$ cat src/lock_bridge_params.svh
`ifndef LOCK_BRIDGE_PARAMS_SVH
`define LOCK_BRIDGE_PARAMS_SVH
// =====================================================================
// lock granularity and address widths
`define LOCK_GRAIN_BITS 4
`define LOCK_ADDR_W 32
// routing code that places the bus lock input on multipurpose pin four
`define LOCK_ROUTE_CODE 4'h5
`define LOCK_ROUTE_W 4
`endif

$ cat src/lock_bridge_pkg.sv
package lock_bridge_pkg;
    // lock tracker states
    typedef enum logic [1:0] {
        LK_FREE,
        LK_ARMED,
        LK_HELD,
        LK_RELEASE
    } lock_state_t;
endpackage

$ cat src/lock_region_if.sv
`timescale 1ns/100ps
`include "lock_bridge_params.svh"
// =====================================================================
// region record shared between tracker and compare
interface lock_region_if #(parameter int AW = `LOCK_ADDR_W);
    logic valid; // a region is recorded
    logic [AW-1:0] base; // recorded address
    logic [AW-1:0] probe; // address under test
    logic hit; // probe falls in recorded block
    modport owner (output valid, output base, output probe, input hit);
    modport cmp (input valid, input base, input probe, output hit);
endinterface

$ cat src/lock_region_cmp.sv
`timescale 1ns/100ps
`include "lock_bridge_params.svh"
// =====================================================================
// compare a probe address with the recorded 16-byte aligned block
module lock_region_cmp #(
    parameter int AW = `LOCK_ADDR_W,
    parameter int GB = `LOCK_GRAIN_BITS
) (
    lock_region_if.cmp rif // region record and probe
);
    // low address bits ignored: the block is naturally aligned
    assign rif.hit = rif.valid &&
        (rif.probe[AW-1:GB] == rif.base[AW-1:GB]);
endmodule

$ cat src/pci_lock_bridge_control.sv
`timescale 1ns/100ps
`include "lock_bridge_params.svh"
module pci_lock_bridge_control #(
    parameter int AW = `LOCK_ADDR_W
) (
    input wire logic CLK_I, // pci clock, 25 mhz
    input wire logic SRST_I, // pci bus reset, sync high
    input wire logic CE_I, // clock enable, freezes state
    input wire logic [`LOCK_ROUTE_W-1:0] ROUTE_SEL_I, // pin four routing
    input wire logic MULTIPURPOSE_PIN_FOUR_N_I, // lock pin, low active
    input wire logic FRAME_N_I, // pci frame, low active
    input wire logic [AW-1:0] ADDR_I, // address phase value
    input wire logic TARGETED_I, // access decoded to bridge
    input wire logic CARD_LOCK_REQ_N_I, // card side lock input
    input wire logic XFER_DONE_I, // forwarded access finished
    output logic CARD_SIDE_LOCK_N_O, // card side lock drive, low
    output logic CARD_SIDE_LOCK_OE_O, // card side lock enable
    output logic POST_EN_O, // write posting allowed
    output logic ACCEPT_O, // take this access
    output logic RETRY_O, // retry: collides with lock
    output logic LOCKED_O // lock held through bridge
);
    // =================================================================
    // pin synchroniser, three stages, change when last two agree
    logic [2:0] lk_sync_q;
    logic lk_pin_q; // filtered lock level, 1 = asserted
    logic route_ok; // lock pin is routed
    lock_bridge_pkg::lock_state_t st_q;
    logic frame_q; // previous frame level (asserted)
    logic start; // address phase begins
    lock_region_if #(.AW(AW)) rif();

    assign route_ok = (ROUTE_SEL_I == `LOCK_ROUTE_CODE);
    assign start = !FRAME_N_I && !frame_q;

    // sync chain, raw stage read only by the next stage
    always_ff @(posedge CLK_I) begin
        if (SRST_I) begin
            lk_sync_q <= 3'h0;
        end else if (CE_I) begin
            lk_sync_q <= {lk_sync_q[1:0], !MULTIPURPOSE_PIN_FOUR_N_I};
        end
    end

    // filtered level; unrouted pin is treated as never asserted
    always_ff @(posedge CLK_I) begin
        if (SRST_I) begin
            lk_pin_q <= 1'b0;
        end else if (CE_I) begin
            if (!route_ok) begin
                lk_pin_q <= 1'b0;
            end else if (lk_sync_q[1] == lk_sync_q[2]) begin
                lk_pin_q <= lk_sync_q[2];
            end
        end
    end

    // frame edge tracking
    always_ff @(posedge CLK_I) begin
        if (SRST_I) begin
            frame_q <= 1'b0;
        end else if (CE_I) begin
            frame_q <= !FRAME_N_I;
        end
    end

    // =================================================================
    // lock tracker; ownership from lock handshake only, no grant seen
    // lock deasserted at address phase plus targeted, with pin four routed, arms ownership
    always_ff @(posedge CLK_I) begin
        if (SRST_I) begin
            st_q <= lock_bridge_pkg::LK_FREE;
        end else if (CE_I) begin
            case (st_q)
                lock_bridge_pkg::LK_FREE: begin
                    // lock high at start, then low: handshake begins
                    if (start && TARGETED_I && !lk_pin_q && route_ok) begin
                        st_q <= lock_bridge_pkg::LK_ARMED;
                    end
                end
                lock_bridge_pkg::LK_ARMED: begin
                    if (lk_pin_q) begin
                        st_q <= lock_bridge_pkg::LK_HELD;
                    end else if (FRAME_N_I && XFER_DONE_I) begin
                        st_q <= lock_bridge_pkg::LK_FREE;
                    end
                end
                lock_bridge_pkg::LK_HELD: begin
                    // owner lets lock go at end of final transaction
                    if (!lk_pin_q && FRAME_N_I) begin
                        st_q <= lock_bridge_pkg::LK_RELEASE;
                    end
                end
                lock_bridge_pkg::LK_RELEASE: begin
                    st_q <= lock_bridge_pkg::LK_FREE;
                end
                default: begin
                    st_q <= lock_bridge_pkg::LK_FREE;
                end
            endcase
        end
    end

    // region record, captured at the locked address phase
    always_ff @(posedge CLK_I) begin
        if (SRST_I) begin
            rif.valid <= 1'b0;
            rif.base <= '0;
        end else if (CE_I) begin
            if (st_q == lock_bridge_pkg::LK_FREE && start &&
                TARGETED_I && route_ok) begin
                rif.base <= ADDR_I;
            end
            if (st_q == lock_bridge_pkg::LK_ARMED && lk_pin_q) begin
                rif.valid <= 1'b1;
            end else if (st_q == lock_bridge_pkg::LK_RELEASE) begin
                rif.valid <= 1'b0;
            end
        end
    end

    assign rif.probe = ADDR_I;

    lock_region_cmp #(.AW(AW)) u_cmp (
        .rif(rif)
    );

    // =================================================================
    // accept or retry; only the locked block is refused to others
    always_ff @(posedge CLK_I) begin
        if (SRST_I) begin
            ACCEPT_O <= 1'b0;
            RETRY_O <= 1'b0;
        end else if (CE_I) begin
            ACCEPT_O <= 1'b0;
            RETRY_O <= 1'b0;
            if (start && TARGETED_I) begin
                // non-exclusive access to locked block while held
                if (rif.hit && lk_pin_q &&
                    st_q == lock_bridge_pkg::LK_HELD) begin
                    RETRY_O <= 1'b1;
                end else begin
                    ACCEPT_O <= 1'b1;
                end
            end
        end
    end

    // posting off while any locked operation is under way
    always_ff @(posedge CLK_I) begin
        if (SRST_I) begin
            POST_EN_O <= 1'b1;
        end else if (CE_I) begin
            POST_EN_O <= (st_q == lock_bridge_pkg::LK_FREE) &&
                !(start && TARGETED_I && route_ok);
        end
    end

    // card side lock driven downstream only; card lock input ignored
    // so that no lock ever flows toward the processor
    always_ff @(posedge CLK_I) begin
        if (SRST_I) begin
            CARD_SIDE_LOCK_N_O <= 1'b1;
            CARD_SIDE_LOCK_OE_O <= 1'b0;
            LOCKED_O <= 1'b0;
        end else if (CE_I) begin
            CARD_SIDE_LOCK_OE_O <= (st_q != lock_bridge_pkg::LK_FREE);
            CARD_SIDE_LOCK_N_O <= !(st_q == lock_bridge_pkg::LK_HELD ||
                (st_q == lock_bridge_pkg::LK_ARMED && lk_pin_q));
            LOCKED_O <= (st_q == lock_bridge_pkg::LK_HELD);
        end
    end

    // =================================================================
    // checks
    posting_off_a: assert property (@(posedge CLK_I)
        disable iff (SRST_I)
        CE_I && $past(CE_I) && $past(st_q) == lock_bridge_pkg::LK_HELD
        |-> !POST_EN_O) else $error("posting on during lock");
    // frozen state may keep the old level, so the first cycle needs CE_I
    unrouted_idle_a: assert property (@(posedge CLK_I)
        disable iff (SRST_I)
        CE_I && !route_ok ##1 !route_ok ##1 !route_ok |->
        st_q != lock_bridge_pkg::LK_HELD || !lk_pin_q)
        else $error("lock honoured while unrouted");
    outside_ok_a: assert property (@(posedge CLK_I)
        disable iff (SRST_I)
        CE_I && start && TARGETED_I && !rif.hit |=> ACCEPT_O && !RETRY_O)
        else $error("outside access refused");
    // hit exactly when the recorded block matches, never elsewhere
    region_grain_a: assert property (@(posedge CLK_I)
        disable iff (SRST_I)
        rif.hit == (rif.valid &&
        ADDR_I[AW-1:`LOCK_GRAIN_BITS] == rif.base[AW-1:`LOCK_GRAIN_BITS]))
        else $error("aligned block mismatch");
    // a foreign access into the held block is always retried
    inside_retry_a: assert property (@(posedge CLK_I)
        disable iff (SRST_I)
        CE_I && start && TARGETED_I && rif.valid && lk_pin_q &&
        st_q == lock_bridge_pkg::LK_HELD &&
        ADDR_I[AW-1:`LOCK_GRAIN_BITS] == rif.base[AW-1:`LOCK_GRAIN_BITS]
        |=> RETRY_O && !ACCEPT_O) else $error("locked block accepted");
    region_release_a: assert property (@(posedge CLK_I)
        disable iff (SRST_I)
        CE_I && st_q == lock_bridge_pkg::LK_RELEASE |=> !rif.valid)
        else $error("region kept after release");
    card_lock_a: assert property (@(posedge CLK_I)
        disable iff (SRST_I)
        CE_I && $past(CE_I) && $past(st_q) == lock_bridge_pkg::LK_HELD
        |-> !CARD_SIDE_LOCK_N_O && CARD_SIDE_LOCK_OE_O)
        else $error("card lock not driven");
    no_upstream_a: assert property (@(posedge CLK_I)
        disable iff (SRST_I)
        CE_I && st_q == lock_bridge_pkg::LK_FREE && !start |=>
        st_q == lock_bridge_pkg::LK_FREE)
        else $error("lock taken without pci handshake");
    both_retry_a: assert property (@(posedge CLK_I)
        disable iff (SRST_I)
        !(ACCEPT_O && RETRY_O)) else $error("accept and retry");
endmodule

$ cat config.mk
export PLATFORM = sky130hd
export DESIGN_NAME = pci_lock_bridge_control
export DESIGN_NICKNAME = d
export VERILOG_FILES = /design/src/lock_bridge_pkg.sv /design/src/lock_region_if.sv /design/src/lock_region_cmp.sv /design/src/pci_lock_bridge_control.sv
export VERILOG_INCLUDE_DIRS = /design/src
export SDC_FILE = /design/constraint.sdc
export NUM_CORES = 1
export LEC_CHECK = 0
export BUFFER_PORTS_ARGS = -buffer_cell sky130_fd_sc_hd__buf_2
export CAP_MARGIN = 25
export CORE_ASPECT_RATIO = 1.1
export CORE_UTILIZATION = 35
export DETAILED_ROUTE_END_ITERATION = 8
export GPL_ROUTABILITY_DRIVEN = 0
export PLACE_DENSITY = 0.63
export SYNTH_ARGS = -nofsm -noshare
export SYNTH_HDL_FRONTEND = slang
export SYNTH_SLANG_ARGS = --single-unit
$ cat constraint.sdc
create_clock -name CLK_I -period 3.2 [get_ports CLK_I]
set_clock_uncertainty 0.2 [all_clocks]
set_input_delay 0.48 -clock CLK_I [delete_from_list [all_inputs] [get_ports CLK_I]]
set_output_delay 0.48 -clock CLK_I [all_outputs]
set_load 0.1 [all_outputs]
Word-level counts from Yosys, hierarchy flattened
Cells that the tools add are included.
{"block": "op_classes", "reduce_logical": 29, "eq_ne": 10, "muxes": 13}
{"op": "28-bit equality test", "count": 1}
{"op": "1-bit logical AND", "count": 15}
{"op": "1-bit 2-to-1 mux", "count": 8}
{"op": "2-bit 2-to-1 mux", "count": 4}
{"op": "2-bit case mux with 4 select lines", "count": 1}
{"op": "1-bit logical NOT", "count": 6}
{"op": "2-bit AND reduction", "count": 3}
{"op": "2-bit equality test, second input constant", "count": 2}
{"op": "4-bit by 3-bit equality test with 1-bit output, second input constant", "count": 1}
{"op": "2-bit inequality test, second input constant", "count": 2}
{"op": "4-bit AND reduction", "count": 1}
{"op": "2-bit nonzero test", "count": 2}
{"op": "3-bit inequality test, second input constant", "count": 1}
{"op": "2-bit by 1-bit equality test with 1-bit output, second input constant", "count": 1}
{"op": "2-bit logical NOT", "count": 1}
{"op": "2-bit by 1-bit inequality test with 1-bit output, second input constant", "count": 1}
{"op": "1-bit equality test", "count": 1}
{"op": "1-bit logical OR", "count": 1}
{"block": "word_totals", "reg_bits": 46, "elab_cells": 64, "out_inout_bits": 6}

Longest topological paths before layout
Gate-level depths: netlist of the first run.
{"block": "logic_depth", "depth_word": 7, "ltp_mapped": 7, "ltp_nobuf": 5}

Hierarchy
A second synthesis of the first run with hierarchy kept.
{"block": "hier_totals", "cells_unflattened": 246, "area_unflattened_um2": 2050.7}
{"module": "pci_lock_bridge_control", "n_inst": 1, "area_each_um2": 1739.2, "cells_each": 208, "seq_area_each_um2": 920.9}
{"module": "lock_region_cmp", "n_inst": 1, "area_each_um2": 311.5, "cells_each": 38, "seq_area_each_um2": 0.0}

Worst setup path before layout of the first run
No wires, ideal clock.
{"block": "synth_path", "kind": "in2reg", "start": "input port TARGETED_I", "end": "register rif.base[28]", "path_stages": 7, "arrival_ns": 1.333, "setup_slack_ns": 1.535, "t_required_ns": 2.868, "path_buffers": 2, "cell_sequence": "nor3b_2 -> and2_2 -> and3_1 -> buf_6 -> buf_12 -> nand2_1 -> a21oi_2"}
{"block": "synth_between", "elab_chain_len": 3}
{"item": "start: declaration", "line": "pci_lock_bridge_control.sv:13", "rtl": "input wire logic TARGETED_I,"}
{"item": "1-bit logical AND", "line": "pci_lock_bridge_control.sv:110", "rtl": "if (st_q == lock_bridge_pkg::LK_FREE && start &&"}
{"item": "1-bit logical AND", "line": "pci_lock_bridge_control.sv:111", "rtl": "TARGETED_I && route_ok) begin"}
{"item": "2-bit AND reduction (no source line)"}
{"item": "end signal: assignment", "line": "pci_lock_bridge_control.sv:108", "rtl": "rif.base <= '0;"}
{"item": "end signal: assignment", "line": "pci_lock_bridge_control.sv:112", "rtl": "rif.base <= ADDR_I;"}
{"item": "end: declaration", "line": "lock_region_if.sv:7", "rtl": "logic [AW-1:0] base;"}
Every way passes these cells.
A chain may end at the register's enable or synchronous reset.

Final worst setup path of the first run
{"block": "layout_path", "start": "register st_q[0]", "end": "register rif.base[23]"}
{"block": "layout_between", "elab_chain_len": 5}
{"item": "start: declaration", "line": "pci_lock_bridge_control.sv:28", "rtl": "lock_bridge_pkg::lock_state_t st_q;"}
{"item": "start signal: assignment", "line": "pci_lock_bridge_control.sv:72", "rtl": "st_q <= lock_bridge_pkg::LK_FREE;"}
{"item": "start signal: assignment", "line": "pci_lock_bridge_control.sv:78", "rtl": "st_q <= lock_bridge_pkg::LK_ARMED;"}
{"item": "start signal: assignment", "line": "pci_lock_bridge_control.sv:83", "rtl": "st_q <= lock_bridge_pkg::LK_HELD;"}
{"item": "2-bit logical NOT", "line": "pci_lock_bridge_control.sv:110"}
{"item": "1-bit logical AND (2 in series)", "line": "pci_lock_bridge_control.sv:110"}
{"item": "1-bit logical AND", "line": "pci_lock_bridge_control.sv:111"}
{"item": "2-bit AND reduction (no source line)"}
Every way passes these cells.

==> metrics, run 1 <==
period utilization about 59%; final HPWL from detailed placement ~2800 um; number of antenna-violating nets in the routed design 0; post-CTS setup-driven buffer insertion count 0; Pins Over Slew Limit 0; leading post-synthesis cells by cell area dfxtp_1 (44%), nand2_1 (13%), xnor2_1 (10%); count of clock tree sinks 42; area growth from synthesis to layout 17.2%; hold wc startpoint MULTIPURPOSE_PIN_FOUR_N_I; Synth Area per Inst approximately 8.4 um2; largest buffer count on any clock path 2; IO buf count 44; worst vdd rail ir drop between 0.2 and 0.3 mV; Data required, critical path 3.16 ns; post-synthesis cell area 0.00193 mm2; Pwr per Cell Area 465 mW/mm2; cell at the slowest stage of the critical path nand3_2; Synth warnings 0; row count 27; number of setup violations in the final report 0; EDFF count, synth 0; final worst setup slack between 1 and 1.5 ns; vias in the first global route approximately 1400; Crit path arrival time 1.85 ns; maximum cell stage delay along the critical path around 0.52 ns; worst-skew pair later-pin latency about 0.29 ns; vias per inst approximately 4.7; sequential-to-total area share from yosys stat a little over two fifths; antenna cell count 0; effective utilization at floorplan a little under two fifths; CORE AREA around 0.0051 mm2; post-synth net total ~270; Crit Path Category flop to flop; overall die area ~0.0058 mm2; fraction of layout cells with a size suffix above 1 roughly 22%; Hold Path Sink lk_sync_q[0]; Final Hold Violating Endpoints 0; number of optimization iterations in the first detailed-route pass 4; post-route non-filler standard cell count ~340; post-synthesis sequential element count 42; floorplan die height 79.8 um; total negative slack for setup checks 0 ns; register-to-register setup slack approximately 1.3 ns; post-route design area between 0.002 and 0.0025 mm2; initial detailed-routing violation count just over 100; most common flop cell mapped by yosys dfxtp_1; count of pins on the block boundary 50; destination of the worst register-to-register timing path rif.base[23]; Via Count approximately 1600; number of antenna violations at the first check in global routing 0; overall die width ~73 um; maximum achievable frequency 531 MHz; total gr overflow 0; layout net count 312; Hold Buf Count CTS 0; cell count after placement between 300 and 400; number of instances on the worst hold path 2; maximum number of pins on one net before global-route repair 29; series of cell instances along the critical path nor2_1, nand3_2, nand2_1, a21oi_1; minimum clock period after layout approximately 1.9 ns; async set-reset flop share out of synthesis 0%; unrepaired setup endpoints after global routing false; transition time of the tightest slew-check pin just under 0.6 ns; post-cts resize count 0; kind of end point of the critical path flop; result of the run complete, no violations; register clock-pin slew on the reported worst setup and hold paths approximately 0.080 ns; DRC Markers 0; biggest area consumer among synthesized cells dfxtp_1; clock tree from TritonCTS yes; Register-to-Register Path Depth 4; standard cell area after detailed placement 0.00215 mm2; post-synth cell types 37; clock root cell clkbuf_8; cell with the most instances after synthesis nand2_1; worst max-slew margin expressed relative to the limit between 60% and 70%; first-pass GRT wire length approximately 6400 um; DP Worst Slack about 1.0 ns; per-cell routed wire length 11.7 um; startpoint types flop; startpoint of the worst register-to-register path st_q[0]; routed wire length 4000 um; maximum fanout count along the critical path 28; area share of the leading cell type in the synthesized netlist a little over two fifths; Synth Instances 230; worst min-delay path category input port to flop; max-cap check violation count 0; H-tree Lvls 2; leakage power between 0.8 and 0.9 nW; post-layout utilization of the core between 40% and 50%; total global-route track usage approximately 15%; ranking of synthesized cells by instance count nand2_1 (65), dfxtp_1 (42), a21oi_1 (29); Inserted Clock Buffers 5
## registers in the layout, indices dropped and copies added (netlist names), named ones only
signal / cells
lk_pin_q: 1
LOCKED_O: 1
lk_sync_q: 3
st_q: 1
CARD_SIDE_LOCK_OE_O: 1
RETRY_O: 1
CARD_SIDE_LOCK_N_O: 1
frame_q: 1
ACCEPT_O: 1
POST_EN_O: 1
rif.base: 28
rif.valid: 1
## how the worst max path moves through the flow
stage	startpoint	end	cells past startpoint
5_1_grt	st_q[0]	rif.base[23]	4
3_3_place_gp	CE_I	rif.base[29]	5
2_1_floorplan	TARGETED_I	rif.base[28]	7
4_1_cts	st_q[0]	rif.base[23]	4
6_report	st_q[0]	rif.base[23]	4
3_5_place_dp	CE_I	rif.base[23]	5
## kinds of logic (layout without fill, tap and decap cells)
kind of cell / after synthesis / after routing / share of synthesized area (%)
AO/OA/AOI/OAI: 45 / 45 / 14.1
multiplexers: 3 / 3 / 1.56
buffers and inverters: 16 / 55 / 5.65
XOR/XNOR: 28 / 28 / 12.7
flip-flops: 42 / 42 / 43.7
AND/OR/NAND/NOR: 96 / 96 / 22.3
## worst max-delay path: cells and delay by family, from the launching register on
family | cells | cell delay (ns)
AO/OA/AOI/OAI | 1 | 0.09
flip-flops | 1 | 0.38
AND/OR/NAND/NOR | 3 | 1.06
## per-stage QoR
| step | hold WS (ns) | power, W |
|---|---|---|
| finish | 0.154 | 0.00105 |
| global route | 0.153 | 0.00109 |
| CTS | 0.145 | 0.00106 |
| detailed placement | 0.246 | 0.000643 |
| global placement | 0.234 | 0.000642 |
| floorplan | 0.248 | 0.000603 |
## area by class of cell
class / count / area [um2]
flip-flops and latches: 42 / 841
inverters: 1 / 3.75
clock buffers: 6 / 72.6
repair buffers: 46 / 235
well taps: 72 / 90.1
multi-input cells: 172 / 976
clock inverters: 2 / 37.5
fillers: 537 / 2880
## cells in the final DEF, fill, tap and decap left out
master,n
xor2_1,5
o31ai_1,2
a311oi_1,1
and2_2,1
nand2_1,65
clkbuf_8,5
clkinvlp_4,1
buf_2,44
dfxtp_1,42
mux2i_1,3
xnor2_1,23
clkbuf_1,1
nand4b_1,1
a21oi_1,29
buf_4,2
nand3_1,2
a31oi_1,1
a32oi_1,1
nand4_1,6
inv_1,1
nor3b_2,1
a22o_1,2
and3b_1,1
a21o_1,1
nand3_2,1
o21ai_0,1
nor4_1,3
and2b_1,1
nor2_1,12
a21oi_2,2
a211oi_1,3
a22oi_1,1
and4bb_2,1
and3_1,1
a211o_2,1
bufinv_16,1
## metal layers
layer | global-route usage (%) | part of all wire (%) | routed length, um | vias to the layer above
li1 | - | - | - | 846
met1 | 18.3 | 48 | 1940 | 722
met2 | 23.4 | 44 | 1770 | 41
met3 | 3.79 | 5.6 | 223 | 7
met5 | 0 | 0 | 0 | -
met4 | 6.47 | 1.7 | 67 | 0
## power breakdown
group          switching, W  internal, W  total (W)  leakage [nW]
logic             0.0000591    0.0000394  0.0000985         0.438
registers        0.00000350     0.000528   0.000532         0.340
clock network      0.000185     0.000233   0.000418        0.0514
(Power assumes the default switching activity.)
==> run 2, diff against run 1 <==
Clock period 3.2 ns to 1.88 ns, I/O delays scaled along.
==> run 2 against run 1 <==
  * Sequential power grew 70%
  * Fmax grew 13%
  * Critical path depth up 1
  * Setup slack lost 1.1 ns
  * Critical endpoint is now ACCEPT_O
  * Design area is 0.94% higher
  * Count of clock-buffer cells in the layout is 1 lower
  * Utilization rose by 0.41 points
  * First-iteration DRC count shrank 25%
  * Highest routed layer unchanged
  * Global-route usage grew 0.45 points
  * Via count grew 0.68%
==> metrics, run 2 (synthesis gave the netlist of run 1 again) <==
startpoint types flop; Hold Path Sink frame_q; Buffers & Inverters on Critical Path 0 (unchanged); Pins Over Slew Limit 0 (unchanged); post-cts resize count 0 (unchanged); overall die area 0.00580 mm2 (unchanged); minimum clock period after layout 1.67 ns (-0.212 ns); Final Hold Violating Endpoints 0 (unchanged); transition time of the tightest slew-check pin 0.492 ns (-0.0930 ns); vias per inst 4.72 (-0.49%); maximum achievable frequency 598 MHz (+13%); routed wire length 3960 um (-1.0%); layout net count 317 (+1.6%); H-tree Lvls 2 (unchanged); leading cell type in the layout, fill and taps excluded nand2_1; clock root cell clkbuf_8; hold wc startpoint FRAME_N_I; count of fill cells added during filler insertion 544 (+1.3%); worst vdd rail ir drop 0.276 mV (-1.3%); Inserted Clock Buffers 5 (unchanged); clock network power share 33.8% (-6.1 points); number of optimization iterations in the first detailed-route pass 4 (unchanged); part of the power in registers 55.5% (+4.8 points); Register-to-Register Path Depth 5 (+1); total gr overflow 0 (unchanged); cell count after placement 337 (+1.2%); floorplan die height 79.8 um (unchanged); largest registers ranked by flip-flop count rif.base (28), lk_sync_q (3); post-route non-filler standard cell count 345 (+1.2%); number of instances on the worst hold path 2 (unchanged); total negative slack for setup checks 0 ns (unchanged); maximum cell stage delay along the critical path 0.46 ns (-0.06 ns); register-to-register setup slack 0.21 ns (-1.11 ns); Crit path arrival time 1.66 ns (-0.19 ns); final worst setup slack 0.208 ns (-1.11 ns); register clock-pin slew on the reported worst setup and hold paths 0.08 ns (about the same); largest delay contributor family on the critical path simple AND/OR/NAND/NOR gates; per-cell routed wire length 11.5 um (-2.2%); Via Count 1627 (+0.68%); final HPWL from detailed placement 2830 um (+1.5%); net switching share of the total power 25.1% (+1.4 points); Pwr per Cell Area 716 mW/mm2 (+54%); fraction of layout cells with a size suffix above 1 23.4% (+1.1 points); number of setup violations in the final report 0 (unchanged); DRC Markers 0 (unchanged); worst min-delay path category input port to flop; leakage power 0.847 nW (+2.2%); number of antenna-violating nets in the routed design 0 (unchanged); kind of end point of the critical path flop; effective utilization at floorplan 37.5% (unchanged); Data required, critical path 1.87 ns (-1.29 ns); part of the total power dissipated in combinational logic 10.6% (+1.2 points); initial detailed-routing violation count 77 (-25%); Reg area 841 um2 (unchanged); flip-flop count of the largest register after layout 28 (unchanged); footprint of the multi-input gates 976 um2 (unchanged); post-CTS setup-driven buffer insertion count 0 (unchanged); vias in the first global route 1505 (+4.3%); total global-route track usage 15.0% (+0.45 points); DP Worst Slack 0.0848 ns (-0.926 ns); internal power summed over all cells 0.00122 W (+53%); max-cap check violation count 0 (unchanged); switching component of the power 0.000408 W (+65%); worst max-slew margin expressed relative to the limit 67.4% (+6.5 points); number of antenna violations at the first check in global routing 0 (unchanged); maximum number of pins on one net before global-route repair 29 (unchanged); result of the run complete, no violations; count of clock tree sinks 42 (unchanged); count of pins on the block boundary 50 (unchanged); register containing the most flip-flops in the final layout rif.base; worst-skew pair later-pin latency 0.29 ns (about the same); cell at the slowest stage of the critical path dfxtp_1; post-layout utilization of the core 44.3% (+0.41 points); period utilization 88.9% (+30 points); unrepaired setup endpoints after global routing false; clock tree from TritonCTS yes; largest buffer count on any clock path 2 (unchanged); row count 27 (unchanged); antenna cell count 0 (unchanged); area growth from synthesis to layout 18.3%; series of cell instances along the critical path and2b_1, nand4_1, nor4_1, nand3_1, a22o_1; Hold Buf Count CTS 1 (+1); commonest cells after routing, fill and taps aside nand2_1 (65), buf_2 (44), dfxtp_1 (42); Crit Path Category flop to flop; destination of the worst register-to-register timing path ACCEPT_O; overall die width 72.7 um (unchanged); IO buf count 44 (unchanged); CORE AREA 0.00513 mm2 (unchanged); maximum fanout count along the critical path 9 (-68%); first-pass GRT wire length 6670 um (+4.1%)
-- run 2: cell types whose count changed in the layout (fill, tap and decap cells not counted), sizes merged --
cell | previous run | this run
clkbuf | 6 | 5
buf | 46 | 50
clkinv | 0 | 2
dlygate4sd3 | 0 | 1
bufinv | 1 | 0
clkinvlp | 1 | 0
-- run 2: cell type report --
| class | count | area share, % |
|---|---|---|
| clock inverters | 2 | 0.440 |
| clock buffers | 5 | 3.02 |
| inverters | 1 | 0.165 |
| well taps | 72 | 3.96 |
| multi-input cells | 172 | 42.9 |
| flip-flops and latches | 42 | 36.9 |
| repair buffers | 51 | 12.6 |
-- run 2: per-stage QoR --
| step | hold slack, ns | total power, W | cell area (um2) |
|---|---|---|---|
| finish | 0.0261 | 0.00163 | 2280 |
| global route | 0.0323 | 0.00171 | 2280 |
| detailed placement | 0.253 | 0.00110 | 2190 |
| global placement | 0.234 | 0.00110 | 2190 |
| CTS | 0.0204 | 0.00166 | 2280 |
| floorplan | 0.181 | 0.00103 | 1930 |
-- run 2: layer usage --
| metal | up-vias | GRT usage [%] | routed length (um) |
|---|---|---|---|
| met4 | 0 | 5.88 | 64 |
| met3 | 7 | 5.05 | 251 |
| met5 | - | 0 | 0 |
| met1 | 730 | 18.2 | 1870 |
| li1 | 855 | - | - |
| met2 | 35 | 24.3 | 1780 |
-- run 2: worst max path at each step --
| stage | end | slack (ns) | start | depth (start not counted) |
|---|---|---|---|---|
| 4_1_cts | ACCEPT_O | 0.14 | rif.base[22] | 5 |
| 6_report | ACCEPT_O | 0.21 | flop | 5 |
| 3_3_place_gp | ACCEPT_O | 0.09 | ADDR_I[27] | 6 |
| 3_5_place_dp | ACCEPT_O | 0.08 | ADDR_I[22] | 6 |
| 2_1_floorplan | ACCEPT_O | 0.33 | st_q[0] | 6 |
| 5_1_grt | ACCEPT_O | 0.06 | flop | 5 |
-- run 2: power groups by stage --
stage / Sequential, W / Clock, W / Combinational, W
5_1_grt: 0.000907 / 0.000613 / 0.000191
3_5_place_dp: 0.000926 / 0 / 0.000174
6_report: 0.000905 / 0.000552 / 0.000173
3_3_place_gp: 0.000926 / 0 / 0.000174
4_1_cts: 0.000905 / 0.000578 / 0.000176
2_1_floorplan: 0.000954 / 0 / 0.0000726
